<file path="config.mk">
export PLATFORM = sky130hd
export DESIGN_NAME = dual_reload_pwm_timer
export DESIGN_NICKNAME = d
export VERILOG_FILES = /design/src/dual_reload_pwm_timer_pkg.sv /design/src/dual_reload_pwm_timer.sv
export SDC_FILE = /design/constraint.sdc
export NUM_CORES = 1
export LEC_CHECK = 0
export BUFFER_PORTS_ARGS = -buffer_cell sky130_fd_sc_hd__buf_2
export CAP_MARGIN = 20
export CORE_MARGIN = 10
export CORE_UTILIZATION = 50
export DETAILED_ROUTE_END_ITERATION = 10
export PLACE_DENSITY_LB_ADDON = 0.12
export SYNTH_ARGS = -nofsm -noshare
export SYNTH_HDL_FRONTEND = slang
export SYNTH_SLANG_ARGS = --single-unit
</file>
<file path="constraint.sdc">
create_clock -name clk_sys -period 2.8 [get_ports clk_sys]
set_input_delay 0.56 -clock clk_sys [delete_from_list [all_inputs] [get_ports clk_sys]]
set_output_delay 0.56 -clock clk_sys [all_outputs]
set_load 0.005 [all_outputs]
</file>
<file path="src/dual_reload_pwm_timer_pkg.sv">
// Contract
// - dual mode gives outputs two, three counter two
// - counters run from reload up to 4095
// - counters start from zero after reset
// - duty preload copied to active at overflow
// - transfer bit one/two gate counter one/two channels
// - output high at overflow, low at match
// - polarity inverts after waveform, synced to overflow only while transfer bit set
// - per-channel enable selects waveform or port
// - dead time complements outputs zero and one
// - dead-time setting takes effect after overflow
// - enable with zero count holds reset state
// - dead-time edges follow match and overflow
// - inverted polarity gives overlapping outputs
// - shutdown input active low, needs pin enable
// - low input or software sets shutdown active
// - shutdown pattern drives pins after inverters
// - shutdown clears counters, reloads, duties, enables
// - clearing shutdown hands pins to port register
// - counter one match sets compare flag, request
// - compare uses counter one, channels by mode
// - compare only for non-zero active duty
// - overflow loads reload value into counter
// - reading channel status clears its flag
package dual_reload_pwm_timer_pkg;
   localparam int CNT_W = 12;
   localparam int CH_N = 4;
   localparam int DT_W = 7;
   localparam logic [CNT_W-1:0] CNT_MAX = 12'hFFF;
   localparam logic [DT_W-1:0] DT_SAT = 7'h7F;

   // byte offsets of the register map
   localparam logic [7:0] OFS_CTRL = 8'h00;
   localparam logic [7:0] OFS_RELOAD_ONE = 8'h04;
   localparam logic [7:0] OFS_RELOAD_TWO = 8'h08;
   localparam logic [7:0] OFS_OUT_CTRL = 8'h0C;
   localparam logic [7:0] OFS_DEAD_TIME = 8'h10;
   localparam logic [7:0] OFS_SHUTDOWN = 8'h14;
   localparam logic [7:0] OFS_CSR0 = 8'h18;
   localparam logic [7:0] OFS_DUTY0 = 8'h28;
   localparam logic [7:0] OFS_COUNT_ONE = 8'h38;
   localparam logic [7:0] OFS_COUNT_TWO = 8'h3C;
   localparam logic [7:0] OFS_PORT = 8'h40;
   localparam logic [7:0] OFS_STEP = 8'h04;

   // control register fields
   localparam int CTRL_DUAL = 0;
   localparam int CTRL_TRANSFER_BIT_ONE = 1;
   localparam int CTRL_TRANSFER_BIT_TWO = 2;
   localparam int CTRL_COMPARE_IRQ_ENABLE = 3;
   // dead time register fields
   localparam int DT_EN_BIT = 7;
   // shutdown register fields
   localparam int SD_ACTIVE = 5;
   localparam int SD_PIN_EN = 4;
   // channel status fields
   localparam int CSR_POL = 1;
   localparam int CSR_FLAG = 0;

   // reset values
   localparam logic TRAN_RESET = 1'b1;
   localparam logic [3:0] PORT_RESET = 4'h0;

   typedef struct packed {
      logic psel;
      logic penable;
      logic pwrite;
      logic [7:0] paddr;
      logic [31:0] pwdata;
   } apb_req_t;

   typedef struct packed {
      logic [CNT_W-1:0] cnt1;
      logic [CNT_W-1:0] cnt2;
      logic [CNT_W-1:0] rld1;
      logic [CNT_W-1:0] rld2;
      logic dual;
      logic transfer_bit_one;
      logic transfer_bit_two;
      logic compare_irq_enable;
      logic [3:0] oe;
      logic [7:0] dt_pre;
      logic [7:0] dt_act;
      logic brk_act;
      logic brk_pen;
      logic [3:0] brk_pat;
      logic [3:0] port;
      logic [3:0] pol_pre;
      logic [3:0] pol_act;
      logic [3:0] flag;
      logic [CH_N-1:0][CNT_W-1:0] duty_pre;
      logic [CH_N-1:0][CNT_W-1:0] duty_act;
      logic [3:0] raw;
      logic [DT_W-1:0] dcnt;
      logic [3:0] pins;
      logic cmp_req;
      logic [31:0] prdata;
   } timer_state_t;
endpackage : dual_reload_pwm_timer_pkg

</file>
<file path="src/dual_reload_pwm_timer.sv">
// Local design decisions: the APB interface to the registers and the register addresses.
`timescale 1ns/1ps
module dual_reload_pwm_timer
   import dual_reload_pwm_timer_pkg::*;
(
   // clock and reset
   input wire logic clk_sys,
   input wire logic rst_b,
   // apb slave
   input apb_req_t apb_req,
   output logic [31:0] prdata,
   output logic pready,
   output logic pslverr,
   // pins
   input wire logic shutdown_n,
   output logic [3:0] modulated_output,
   output logic compare_request
);
   timer_state_t s_reg;
   timer_state_t s_next;
   logic mapped;

   // address decode
   always_comb begin
      mapped = 1'b0;
      case (apb_req.paddr)
         OFS_CTRL, OFS_RELOAD_ONE, OFS_RELOAD_TWO, OFS_OUT_CTRL, OFS_DEAD_TIME,
         OFS_SHUTDOWN, OFS_COUNT_ONE, OFS_COUNT_TWO, OFS_PORT: begin
            mapped = 1'b1;
         end
         default: begin
            for (int i = 0; i < CH_N; i++) begin
               if (apb_req.paddr == OFS_CSR0 + 8'(i * 4)) begin
                  mapped = 1'b1;
               end
               if (apb_req.paddr == OFS_DUTY0 + 8'(i * 4)) begin
                  mapped = 1'b1;
               end
            end
         end
      endcase
   end

   assign pready = 1'b1;
   assign pslverr = apb_req.psel & apb_req.penable & ~mapped;
   assign prdata = s_reg.prdata;
   assign modulated_output = s_reg.pins;
   assign compare_request = s_reg.cmp_req;

   always_comb begin
      logic ovf1;
      logic ovf2;
      logic wr_acc;
      logic rd_setup;
      logic rd_acc;
      logic dt_on;
      logic [3:0] ch_ovf;
      logic [3:0] ch_tran;
      logic [3:0] cmp_hit;
      logic [3:0] clr;
      logic [3:0] wave;
      logic [31:0] rdata;
      logic [CH_N-1:0][CNT_W-1:0] ch_cnt;
      s_next = s_reg;
      ovf1 = 1'b0;
      ovf2 = 1'b0;
      ch_ovf = 4'h0;
      ch_tran = 4'h0;
      cmp_hit = 4'h0;
      clr = 4'h0;
      wave = 4'h0;
      rdata = 32'h0000_0000;
      ch_cnt = '0;
      dt_on = 1'b0;
      wr_acc = apb_req.psel & apb_req.penable & apb_req.pwrite & mapped;
      rd_acc = apb_req.psel & apb_req.penable & ~apb_req.pwrite & mapped;
      rd_setup = apb_req.psel & ~apb_req.penable & ~apb_req.pwrite;

      // counters
      ovf1 = (s_reg.cnt1 == CNT_MAX) && !s_reg.brk_act;
      ovf2 = (s_reg.cnt2 == CNT_MAX) && !s_reg.brk_act;
      s_next.cnt1 = ovf1 ? s_reg.rld1 : s_reg.cnt1 + 12'h001;
      s_next.cnt2 = ovf2 ? s_reg.rld2 : s_reg.cnt2 + 12'h001;

      // channel to counter mapping
      for (int i = 0; i < CH_N; i++) begin
         if (s_reg.dual && i >= 2) begin
            ch_cnt[i] = s_reg.cnt2;
            ch_ovf[i] = ovf2;
            ch_tran[i] = s_reg.transfer_bit_two;
         end else begin
            ch_cnt[i] = s_reg.cnt1;
            ch_ovf[i] = ovf1;
            ch_tran[i] = s_reg.transfer_bit_one;
         end
         if (ch_ovf[i] && ch_tran[i]) begin
            s_next.duty_act[i] = s_reg.duty_pre[i];
         end
         if (!ch_tran[i] || ch_ovf[i]) begin
            s_next.pol_act[i] = s_reg.pol_pre[i];
         end
         // high from overflow until the active duty match
         s_next.raw[i] = ch_cnt[i] < s_reg.duty_act[i];
         cmp_hit[i] = (s_reg.cnt1 == s_reg.duty_act[i])
            && (s_reg.duty_act[i] != 12'h000)
            && (!s_reg.dual || i < 2);
      end

      // dead time setting buffered until counter one overflows
      if (ovf1) begin
         s_next.dt_act = s_reg.dt_pre;
      end

      // cycles since last edge of the raw channel zero waveform
      if (s_next.raw[0] != s_reg.raw[0]) begin
         s_next.dcnt = 7'h00;
      end else if (s_reg.dcnt != DT_SAT) begin
         s_next.dcnt = s_reg.dcnt + 7'h01;
      end

      wave = s_reg.raw;
      dt_on = s_reg.dt_act[DT_EN_BIT] && (s_reg.dt_act[DT_W-1:0] != 7'h00);
      if (dt_on) begin
         // zero rises late after overflow, one rises late after match
         wave[0] = s_reg.raw[0] && (s_reg.dcnt >= s_reg.dt_act[DT_W-1:0]);
         wave[1] = !s_reg.raw[0] && (s_reg.dcnt >= s_reg.dt_act[DT_W-1:0]);
      end else if (s_reg.dt_act[DT_EN_BIT]) begin
         wave[1:0] = 2'b00;
      end

      // pin selection
      for (int i = 0; i < CH_N; i++) begin
         if (s_reg.brk_act) begin
            s_next.pins[i] = s_reg.brk_pat[i];
         end else if (s_reg.oe[i]) begin
            s_next.pins[i] = wave[i] ^ s_reg.pol_act[i];
         end else begin
            s_next.pins[i] = s_reg.port[i];
         end
      end

      // read data captured in the setup phase
      case (apb_req.paddr)
         OFS_CTRL: begin
            rdata[CTRL_DUAL] = s_reg.dual;
            rdata[CTRL_TRANSFER_BIT_ONE] = s_reg.transfer_bit_one;
            rdata[CTRL_TRANSFER_BIT_TWO] = s_reg.transfer_bit_two;
            rdata[CTRL_COMPARE_IRQ_ENABLE] = s_reg.compare_irq_enable;
         end
         OFS_RELOAD_ONE: begin
            rdata[CNT_W-1:0] = s_reg.rld1;
         end
         OFS_RELOAD_TWO: begin
            rdata[CNT_W-1:0] = s_reg.rld2;
         end
         OFS_OUT_CTRL: begin
            rdata[3:0] = s_reg.oe;
         end
         OFS_DEAD_TIME: begin
            rdata[7:0] = s_reg.dt_pre;
         end
         OFS_SHUTDOWN: begin
            rdata[SD_ACTIVE] = s_reg.brk_act;
            rdata[SD_PIN_EN] = s_reg.brk_pen;
            rdata[3:0] = s_reg.brk_pat;
         end
         OFS_COUNT_ONE: begin
            rdata[CNT_W-1:0] = s_reg.cnt1;
         end
         OFS_COUNT_TWO: begin
            rdata[CNT_W-1:0] = s_reg.cnt2;
         end
         OFS_PORT: begin
            rdata[3:0] = s_reg.port;
         end
         default: begin
            for (int i = 0; i < CH_N; i++) begin
               if (apb_req.paddr == OFS_CSR0 + 8'(i * 4)) begin
                  rdata[CSR_POL] = s_reg.pol_pre[i];
                  rdata[CSR_FLAG] = s_reg.flag[i];
               end
               if (apb_req.paddr == OFS_DUTY0 + 8'(i * 4)) begin
                  rdata[CNT_W-1:0] = s_reg.duty_pre[i];
               end
            end
         end
      endcase
      if (rd_setup) begin
         s_next.prdata = rdata;
      end

      // flag clear on status read, only what was shown; new hit wins
      for (int i = 0; i < CH_N; i++) begin
         if (rd_acc && apb_req.paddr == OFS_CSR0 + 8'(i * 4)) begin
            clr[i] = s_reg.prdata[CSR_FLAG];
         end
         s_next.flag[i] = (s_reg.flag[i] & ~clr[i]) | cmp_hit[i];
      end

      // register writes
      if (wr_acc) begin
         case (apb_req.paddr)
            OFS_CTRL: begin
               s_next.dual = apb_req.pwdata[CTRL_DUAL];
               s_next.transfer_bit_one = apb_req.pwdata[CTRL_TRANSFER_BIT_ONE];
               s_next.transfer_bit_two = apb_req.pwdata[CTRL_TRANSFER_BIT_TWO];
               s_next.compare_irq_enable = apb_req.pwdata[CTRL_COMPARE_IRQ_ENABLE];
            end
            OFS_RELOAD_ONE: begin
               s_next.rld1 = apb_req.pwdata[CNT_W-1:0];
            end
            OFS_RELOAD_TWO: begin
               s_next.rld2 = apb_req.pwdata[CNT_W-1:0];
            end
            OFS_OUT_CTRL: begin
               s_next.oe = apb_req.pwdata[3:0];
            end
            OFS_DEAD_TIME: begin
               s_next.dt_pre = apb_req.pwdata[7:0];
            end
            OFS_SHUTDOWN: begin
               s_next.brk_act = apb_req.pwdata[SD_ACTIVE];
               s_next.brk_pen = apb_req.pwdata[SD_PIN_EN];
               s_next.brk_pat = apb_req.pwdata[3:0];
            end
            OFS_PORT: begin
               s_next.port = apb_req.pwdata[3:0];
            end
            default: begin
               for (int i = 0; i < CH_N; i++) begin
                  if (apb_req.paddr == OFS_CSR0 + 8'(i * 4)) begin
                     s_next.pol_pre[i] = apb_req.pwdata[CSR_POL];
                  end
                  if (apb_req.paddr == OFS_DUTY0 + 8'(i * 4)) begin
                     s_next.duty_pre[i] = apb_req.pwdata[CNT_W-1:0];
                  end
               end
            end
         endcase
      end

      // shutdown input sets the active bit over any software clear
      if (s_reg.brk_pen && !shutdown_n) begin
         s_next.brk_act = 1'b1;
      end
      if (s_next.brk_act) begin
         s_next.cnt1 = 12'h000;
         s_next.cnt2 = 12'h000;
         s_next.rld1 = 12'h000;
         s_next.rld2 = 12'h000;
         s_next.duty_pre = '0;
         s_next.duty_act = '0;
         s_next.oe = 4'h0;
      end

      s_next.cmp_req = s_reg.compare_irq_enable && (s_next.flag != 4'h0);
   end

   always_ff @(posedge clk_sys or negedge rst_b) begin
      if (!rst_b) begin
         s_reg <= '0;
         s_reg.transfer_bit_one <= TRAN_RESET;
         s_reg.transfer_bit_two <= TRAN_RESET;
         s_reg.port <= PORT_RESET;
      end else begin
         s_reg <= s_next;
      end
   end
endmodule : dual_reload_pwm_timer

</file>
==> results of run 1 <==
==> critical path: stages (launching register included) <==
cell	delay [ns]
dfrtp_1	0.38
inv_1	0.06
ha_1	0.31
a21o_1	0.16
a21o_1	0.16
a21oi_1	0.42
a31oi_1	0.37
a2111oi_0	0.46
==> metrics by stage <==
step	TNS [ns]	setup WS, ns	hold WS, ns	instances	area, um^2
after floorplan	0	0.171	0.264	1300	12500
after global placement	-0.223	-0.0795	0.472	1631	13200
after detailed placement	-3.58	-0.150	0.491	1631	13200
after CTS	0	0.318	0.345	1677	14100
after global routing	0	0.148	0.369	1677	14100
final	0	0.315	0.363	1677	14100
==> kinds of logic (layout without fill, tap and decap cells) <==
group | Yosys count | after routing | synth area share
compound gates | 226 | 226 | 0.121
flops | 218 | 218 | 0.441
simple gates | 427 | 427 | 0.166
other cells | 2 | 21 | 0.000606
fa+ha+maj | 56 | 56 | 0.0566
xor+xnor | 47 | 47 | 0.0332
mux | 129 | 129 | 0.111
buf+inv | 176 | 229 | 0.0710
==> cell usage in the layout (no fill, tap or decap), types with 5 or more instances in the layout <==
master	instances
a222oi_1	5
xor2_1	28
nor4_1	17
clkbuf_16	25
nor3b_1	5
o21ai_0	27
and2_1	5
conb_1	21
and3_1	11
a21oi_1	78
clkbuf_8	9
buf_12	10
inv_1	56
buf_4	74
a22oi_1	25
mux2i_1	84
a22o_1	8
a32o_1	5
nand4_1	17
mux2_1	8
nor2b_1	10
ha_1	56
a211oi_1	16
a21o_1	12
a31oi_1	13
and4_1	7
nand2_1	112
a221oi_1	5
o21a_1	7
dfrtp_1	216
nand3_1	72
xnor2_1	19
nor2_1	129
buf_2	42
nor3_1	15
mux2_2	35
==> layout make-up <==
cell class                 instances  share of cell area
sequential                       218               0.388
tap                              324              0.0288
timing repair buffer             128              0.0704
clock inverter                     7             0.00782
multi-input combinational        906               0.436
clock buffer                      38              0.0543
inverter                          56              0.0149
==> what timing repair did <==
item | in CTS | in global routing
hold buffers | 1 | 0
setup endpoints to repair | 0 | 0
buffers inserted | 0 | 0
endpoints found under the hold margin | 2 | 0
==> power by group <==
| part | internal (uW) | leakage, uW | switching, uW |
|---|---|---|---|
| logic | 209 | 0.00254 | 319 |
| registers | 3230 | 0.00298 | 87.5 |
| clock network | 2140 | 0.000436 | 1310 |
==> worst max-delay path by stage <==
stage / start / to / depth (start not counted)
after floorplan: apb_req[34] / compare_request / 7
after global placement: apb_req[34] / s_reg[235] / 9
after detailed placement: apb_req[34] / s_reg[235] / 9
after CTS: s_reg[233] / s_reg[39] / 6
after global routing: s_reg[49] / s_reg[39] / 8
final: s_reg[57] / s_reg[39] / 7
==> per-layer routing <==
layer / up-vias / track usage / wire [um]
met3: 58 / 0.0372 / 2440
met1: 4975 / 0.339 / 17300
met4: 0 / 0.0608 / 1010
met5: - / 0 / 0
met2: 332 / 0.392 / 18100
li1: 4594 / - / -
==> results.toml, run 1 <==
[clock_network]
post_cts_resize_count = 0
clk_latency_ns = 0.53
clkTransAtPathRegs_ns = 0.06
cts.path.max_buffers = 3
h-tree-depth = 1
cts_root_buffer = "clkbuf_16"
cts_buffers = 25
cts_sinks = 218
cts_tree = "built"

[layout]
multi_input_area_um2 = 6140
area_growth_pct = 13.7
register_area_um2 = 5460
drive_above_1_share = 0.166
fillers = 2164
antenna_cells = 0
finalNetCount = 1437
utilization = 0.579
largest_register_ffs = 201

[floorplanning]
die_h_um = 177
dieArea_um2 = 31500
initial_core_util = 0.509
fp.coreArea_um2 = 24300
rows = 57
io_pins = 85
die_x_um = 177

[routing]
first_pass_iters = 6
viasPerCell = 5.94
postRouteAntennaNets = 0
drc = 0
wire_per_inst_um = 23.2
vias = 9959
drt_iter0_markers = 959
drt-total-wl_mm = 38.8

[yosys]
ys_seq_elements = 218
synth_ff_type = "dfrtp_1"
synth_cell_type_count = 67
synth_warnings = 0
syn_area_per_cell_um2 = 9.67
synth_top_area_cell = "dfrtp_1"
synthTopCellsByArea = "dfrtp_1, mux2i_1, ha_1"
syn_area_um2 = 12400
syn_inst = 1281
yosysSeqAreaShare = 0.441
synth.most_common_cell = "dfrtp_1"
synth_top_area_frac = 0.436
synth_common_cells = "dfrtp_1, nor2_1, nand2_1"
async_flop_share = 1.00
synth_edf_count = 0

[min_path]
min_to = "s_reg[131]"
hold_depth = 3
min_from = "apb_req[11]"
min_path_type = "in -> reg"

[global_routing]
grt_overflow_total = 0
grt_pass1_vias = 9821
grt_pass1_wl_mm = 60.0
grt_max_degree = 65
antenna_found_initial = 0
grtUsageTotal = 0.244

[sta]
rsz0062_at_grt = "no"
relSlewSlack = 0.540
hold_viol_final = 0
setup-violations-final = 0
slew_viol_final = 0
fmax_mhz = 402
period_needed_ns = 2.48
min_period_over_period = 0.887
finClkSkew_ns = 0.0109
worst_slew_pin_slew_ns = 0.687

[setup_path]
reg2reg_depth = 7
r2r_start = "s_reg[57]"
reg2reg_slack_ns = 0.32
cp_max_fo = 7
r2r_end = "s_reg[39]"
endpoint_kind = "register"
cp.required_ns = 3.16
critPathArrivalTime_ns = 2.85
crit_path_start_kind = "register"
path_class = "reg -> reg"

[place]
io_buffers = 43
gp_congestion = 0.924
post-dp-hpwl_mm = 29.0

[power]
total_power_uw = 7300
power.leakage_uw = 0.00596
powerDensity_nw_per_um2 = 518
ir_worst_vdd_mv = 0.454

[run_status]
outcome = "finished, final reports clean"

[job]
cap_violations = 0
No activity file was read; power rests on OpenSTA's default activity.
==> run 2: changes to the inputs <==
--- a/config.mk
+++ b/config.mk
@@ -5,6 +5,7 @@
 export SDC_FILE = /design/constraint.sdc
 export NUM_CORES = 1
 export LEC_CHECK = 0
+export ABC_AREA = 1
 export BUFFER_PORTS_ARGS = -buffer_cell sky130_fd_sc_hd__buf_2
 export CAP_MARGIN = 20
 export CORE_MARGIN = 10
==> constraint.sdc (replaced) <==
create_clock -name clk_sys -period 2.8 [get_ports clk_sys]
set_input_delay 0.14 -clock clk_sys [delete_from_list [all_inputs] [get_ports clk_sys]]
set_output_delay 0.14 -clock clk_sys [all_outputs]
set_load 0.005 [all_outputs]
==> run 2 against run 1 <==
Non-clock buffer count shrank 27. Register-to-register slack lost 0.12 ns. Design area shrank 0.87%. Wire length grew 3.6%.
==> results.toml, run 2 <==
[run_status]
outcome = "finished, final reports clean"

[layout]
layout.cells.non_filler = 2004
finalNetCount = 1765
utilization = 0.572
area_growth_pct = 12.1
layout_common_cells = "nand2_1, dfrtp_1, inv_1"
drive_above_1_share = 0.110
antenna_cells = 0
largest_register_ffs = 201
fillers = 2310
layout_commonest_cell = "nand2_1"

[job]
cap_violations = 0

[sta]
rsz0062_at_grt = "no"
setup-violations-final = 0
fmax_mhz = 384
finClkSkew_ns = 0.0218
min_period_over_period = 0.929
relSlewSlack = 0.390
hold_viol_final = 0
worst_slew_pin_slew_ns = 0.915
timing.setup.tns_ns = 0
period_needed_ns = 2.60
slew_viol_final = 0
layout_setup_ws_ns = 0.198

[yosys]
yosysSeqAreaShare = 0.438
async_flop_share = 1.00
syn_inst = 1606
synthTopCellsByArea = "dfrtp_1, nand2_1, ha_1"
muxShareOfSynthArea = 0.000904
synth_edf_count = 0
synth-compound-area-share = 0.0953
synth_top_area_frac = 0.434
synth_warnings = 0
synth_cell_type_count = 49
synth_fa_ha_area_frac = 0.0562
synth_common_cells = "nand2_1, dfrtp_1, inv_1"
ys_seq_elements = 218
syn_area_per_cell_um2 = 7.76
yosys.area_share.simple = 0.302
synth_top_family_by_area = "simple AND/OR/NAND/NOR gates"
synth.most_common_cell = "nand2_1"
syn_area_um2 = 12500
synth_xor_area_frac = 0.0169
synth_top_area_cell = "dfrtp_1"
synth_ff_type = "dfrtp_1"

[global_routing]
grt_overflow_total = 0
grt_pass1_vias = 10515
grt_pass1_wl_mm = 62.0
grt_max_degree = 80
grtUsageTotal = 0.254
antenna_found_initial = 0

[clock_network]
clk_latency_ns = 0.54
clkTransAtPathRegs_ns = 0.07
cts_sinks = 218
h-tree-depth = 1
cts_buffers = 25
cts.path.max_buffers = 3
cts_setup_buffers = 0
cts_root_buffer = "clkbuf_16"
cts_tree = "built"

[setup_path]
path_class = "reg -> reg"
crit_path_start_kind = "register"
cp_max_fo = 24
critPathArrivalTime_ns = 3.07
cp.required_ns = 3.27
endpoint_kind = "register"

[power]
powerDensity_nw_per_um2 = 612
power.leakage_uw = 0.00708
ir_worst_vdd_mv = 0.581

[routing]
vias = 11211
drt-total-wl_mm = 40.2
first_pass_iters = 7
drc = 0
postRouteAntennaNets = 0
wire_per_inst_um = 20.1
viasPerCell = 5.59
drt_iter0_markers = 1202

[place]
dp_slack_ns = 0.227
io_buffers = 43
gp_congestion = 0.933
post-dp-hpwl_mm = 30.2
dpl.cell_count = 1954

[floorplanning]
dieArea_um2 = 31600
die_h_um = 178
die_x_um = 178
io_pins = 85
fp.coreArea_um2 = 24400
initial_core_util = 0.511
rows = 57

[min_path]
min_path_type = "in -> reg"
==> run 2: where the power goes <==
part	switching (uW)	internal [uW]
Clock	1330	2070
Sequential	130	3270
Combinational	1220	524
==> run 2: per-stage QoR <==
step                total power [uW]  hold WS, ns  area (um^2)
finish                          8550       0.0309        14000
CTS                             8560       0.0261        14000
detailed placement              5170        0.191        13000
global placement                5140        0.193        13000
global route                    8890       0.0459        14000
floorplan                       4520       -0.156        12500
==> run 2: layout make-up <==
| class | instances | area, um^2 | area share |
|---|---|---|---|
| flip-flops and latches | 218 | 5460 | 0.391 |
| clock buffers | 37 | 731 | 0.0523 |
| clock inverters | 7 | 114 | 0.00816 |
| repair buffers | 101 | 726 | 0.0520 |
| inverters | 150 | 566 | 0.0405 |
| well taps | 324 | 405 | 0.0290 |
| multi-input cells | 1167 | 5960 | 0.427 |
==> run 2: cells by family (layout without fill, tap and decap cells) <==
family | after synthesis | after routing
xor+xnor | 24 | 24
simple gates | 863 | 863
flops | 218 | 218
mux | 1 | 1
buf+inv | 240 | 295
compound gates | 202 | 202
fa+ha+maj | 56 | 56
other cells | 2 | 21
==> run 2: final timing paths <==
kind	startpoint	endpoint	slack, ns	cells past startpoint
worst max register to register	s_reg[226]	s_reg[95]	0.20	14
worst min register to register	s_reg[184]	s_reg[184]	0.48	2
max in group asynchronous	rst_b	s_reg[188]	1.64	3
min in group asynchronous	rst_b	s_reg[53]	0.21	2
worst max-delay path	s_reg[226]	s_reg[95]	0.20	14
worst min-delay path	apb_req[2]	s_reg[158]	0.03	3
==> run 2: metal layers <==
| metal | GRT usage | share of wire |
|---|---|---|
| met1 | 0.372 | 0.45 |
| met2 | 0.367 | 0.42 |
| met3 | 0.0540 | 0.10 |
| met4 | 0.0722 | 0.029 |
| met5 | 0 | 0 |
==> run 2: critical path, cell delays in order (launching register included) <==
cell	delay, ns
dfrtp_1	0.42
ha_1	0.24
nand2_1	0.10
nor2_1	0.06
nand2_1	0.09
nor2_2	0.07
nand3_2	0.11
nor2_2	0.06
nand2_2	0.21
inv_2	0.08
o21ai_4	0.25
nor2_4	0.12
nor2_4	0.49
nand2_1	0.14
nand2_1	0.10
==> run 2: what timing repair did <==
action,CTS,global route
hold endpoints to repair,82,0
setup endpoints to repair,0,1
hold buffers,6,0
gates resized for setup,0,1
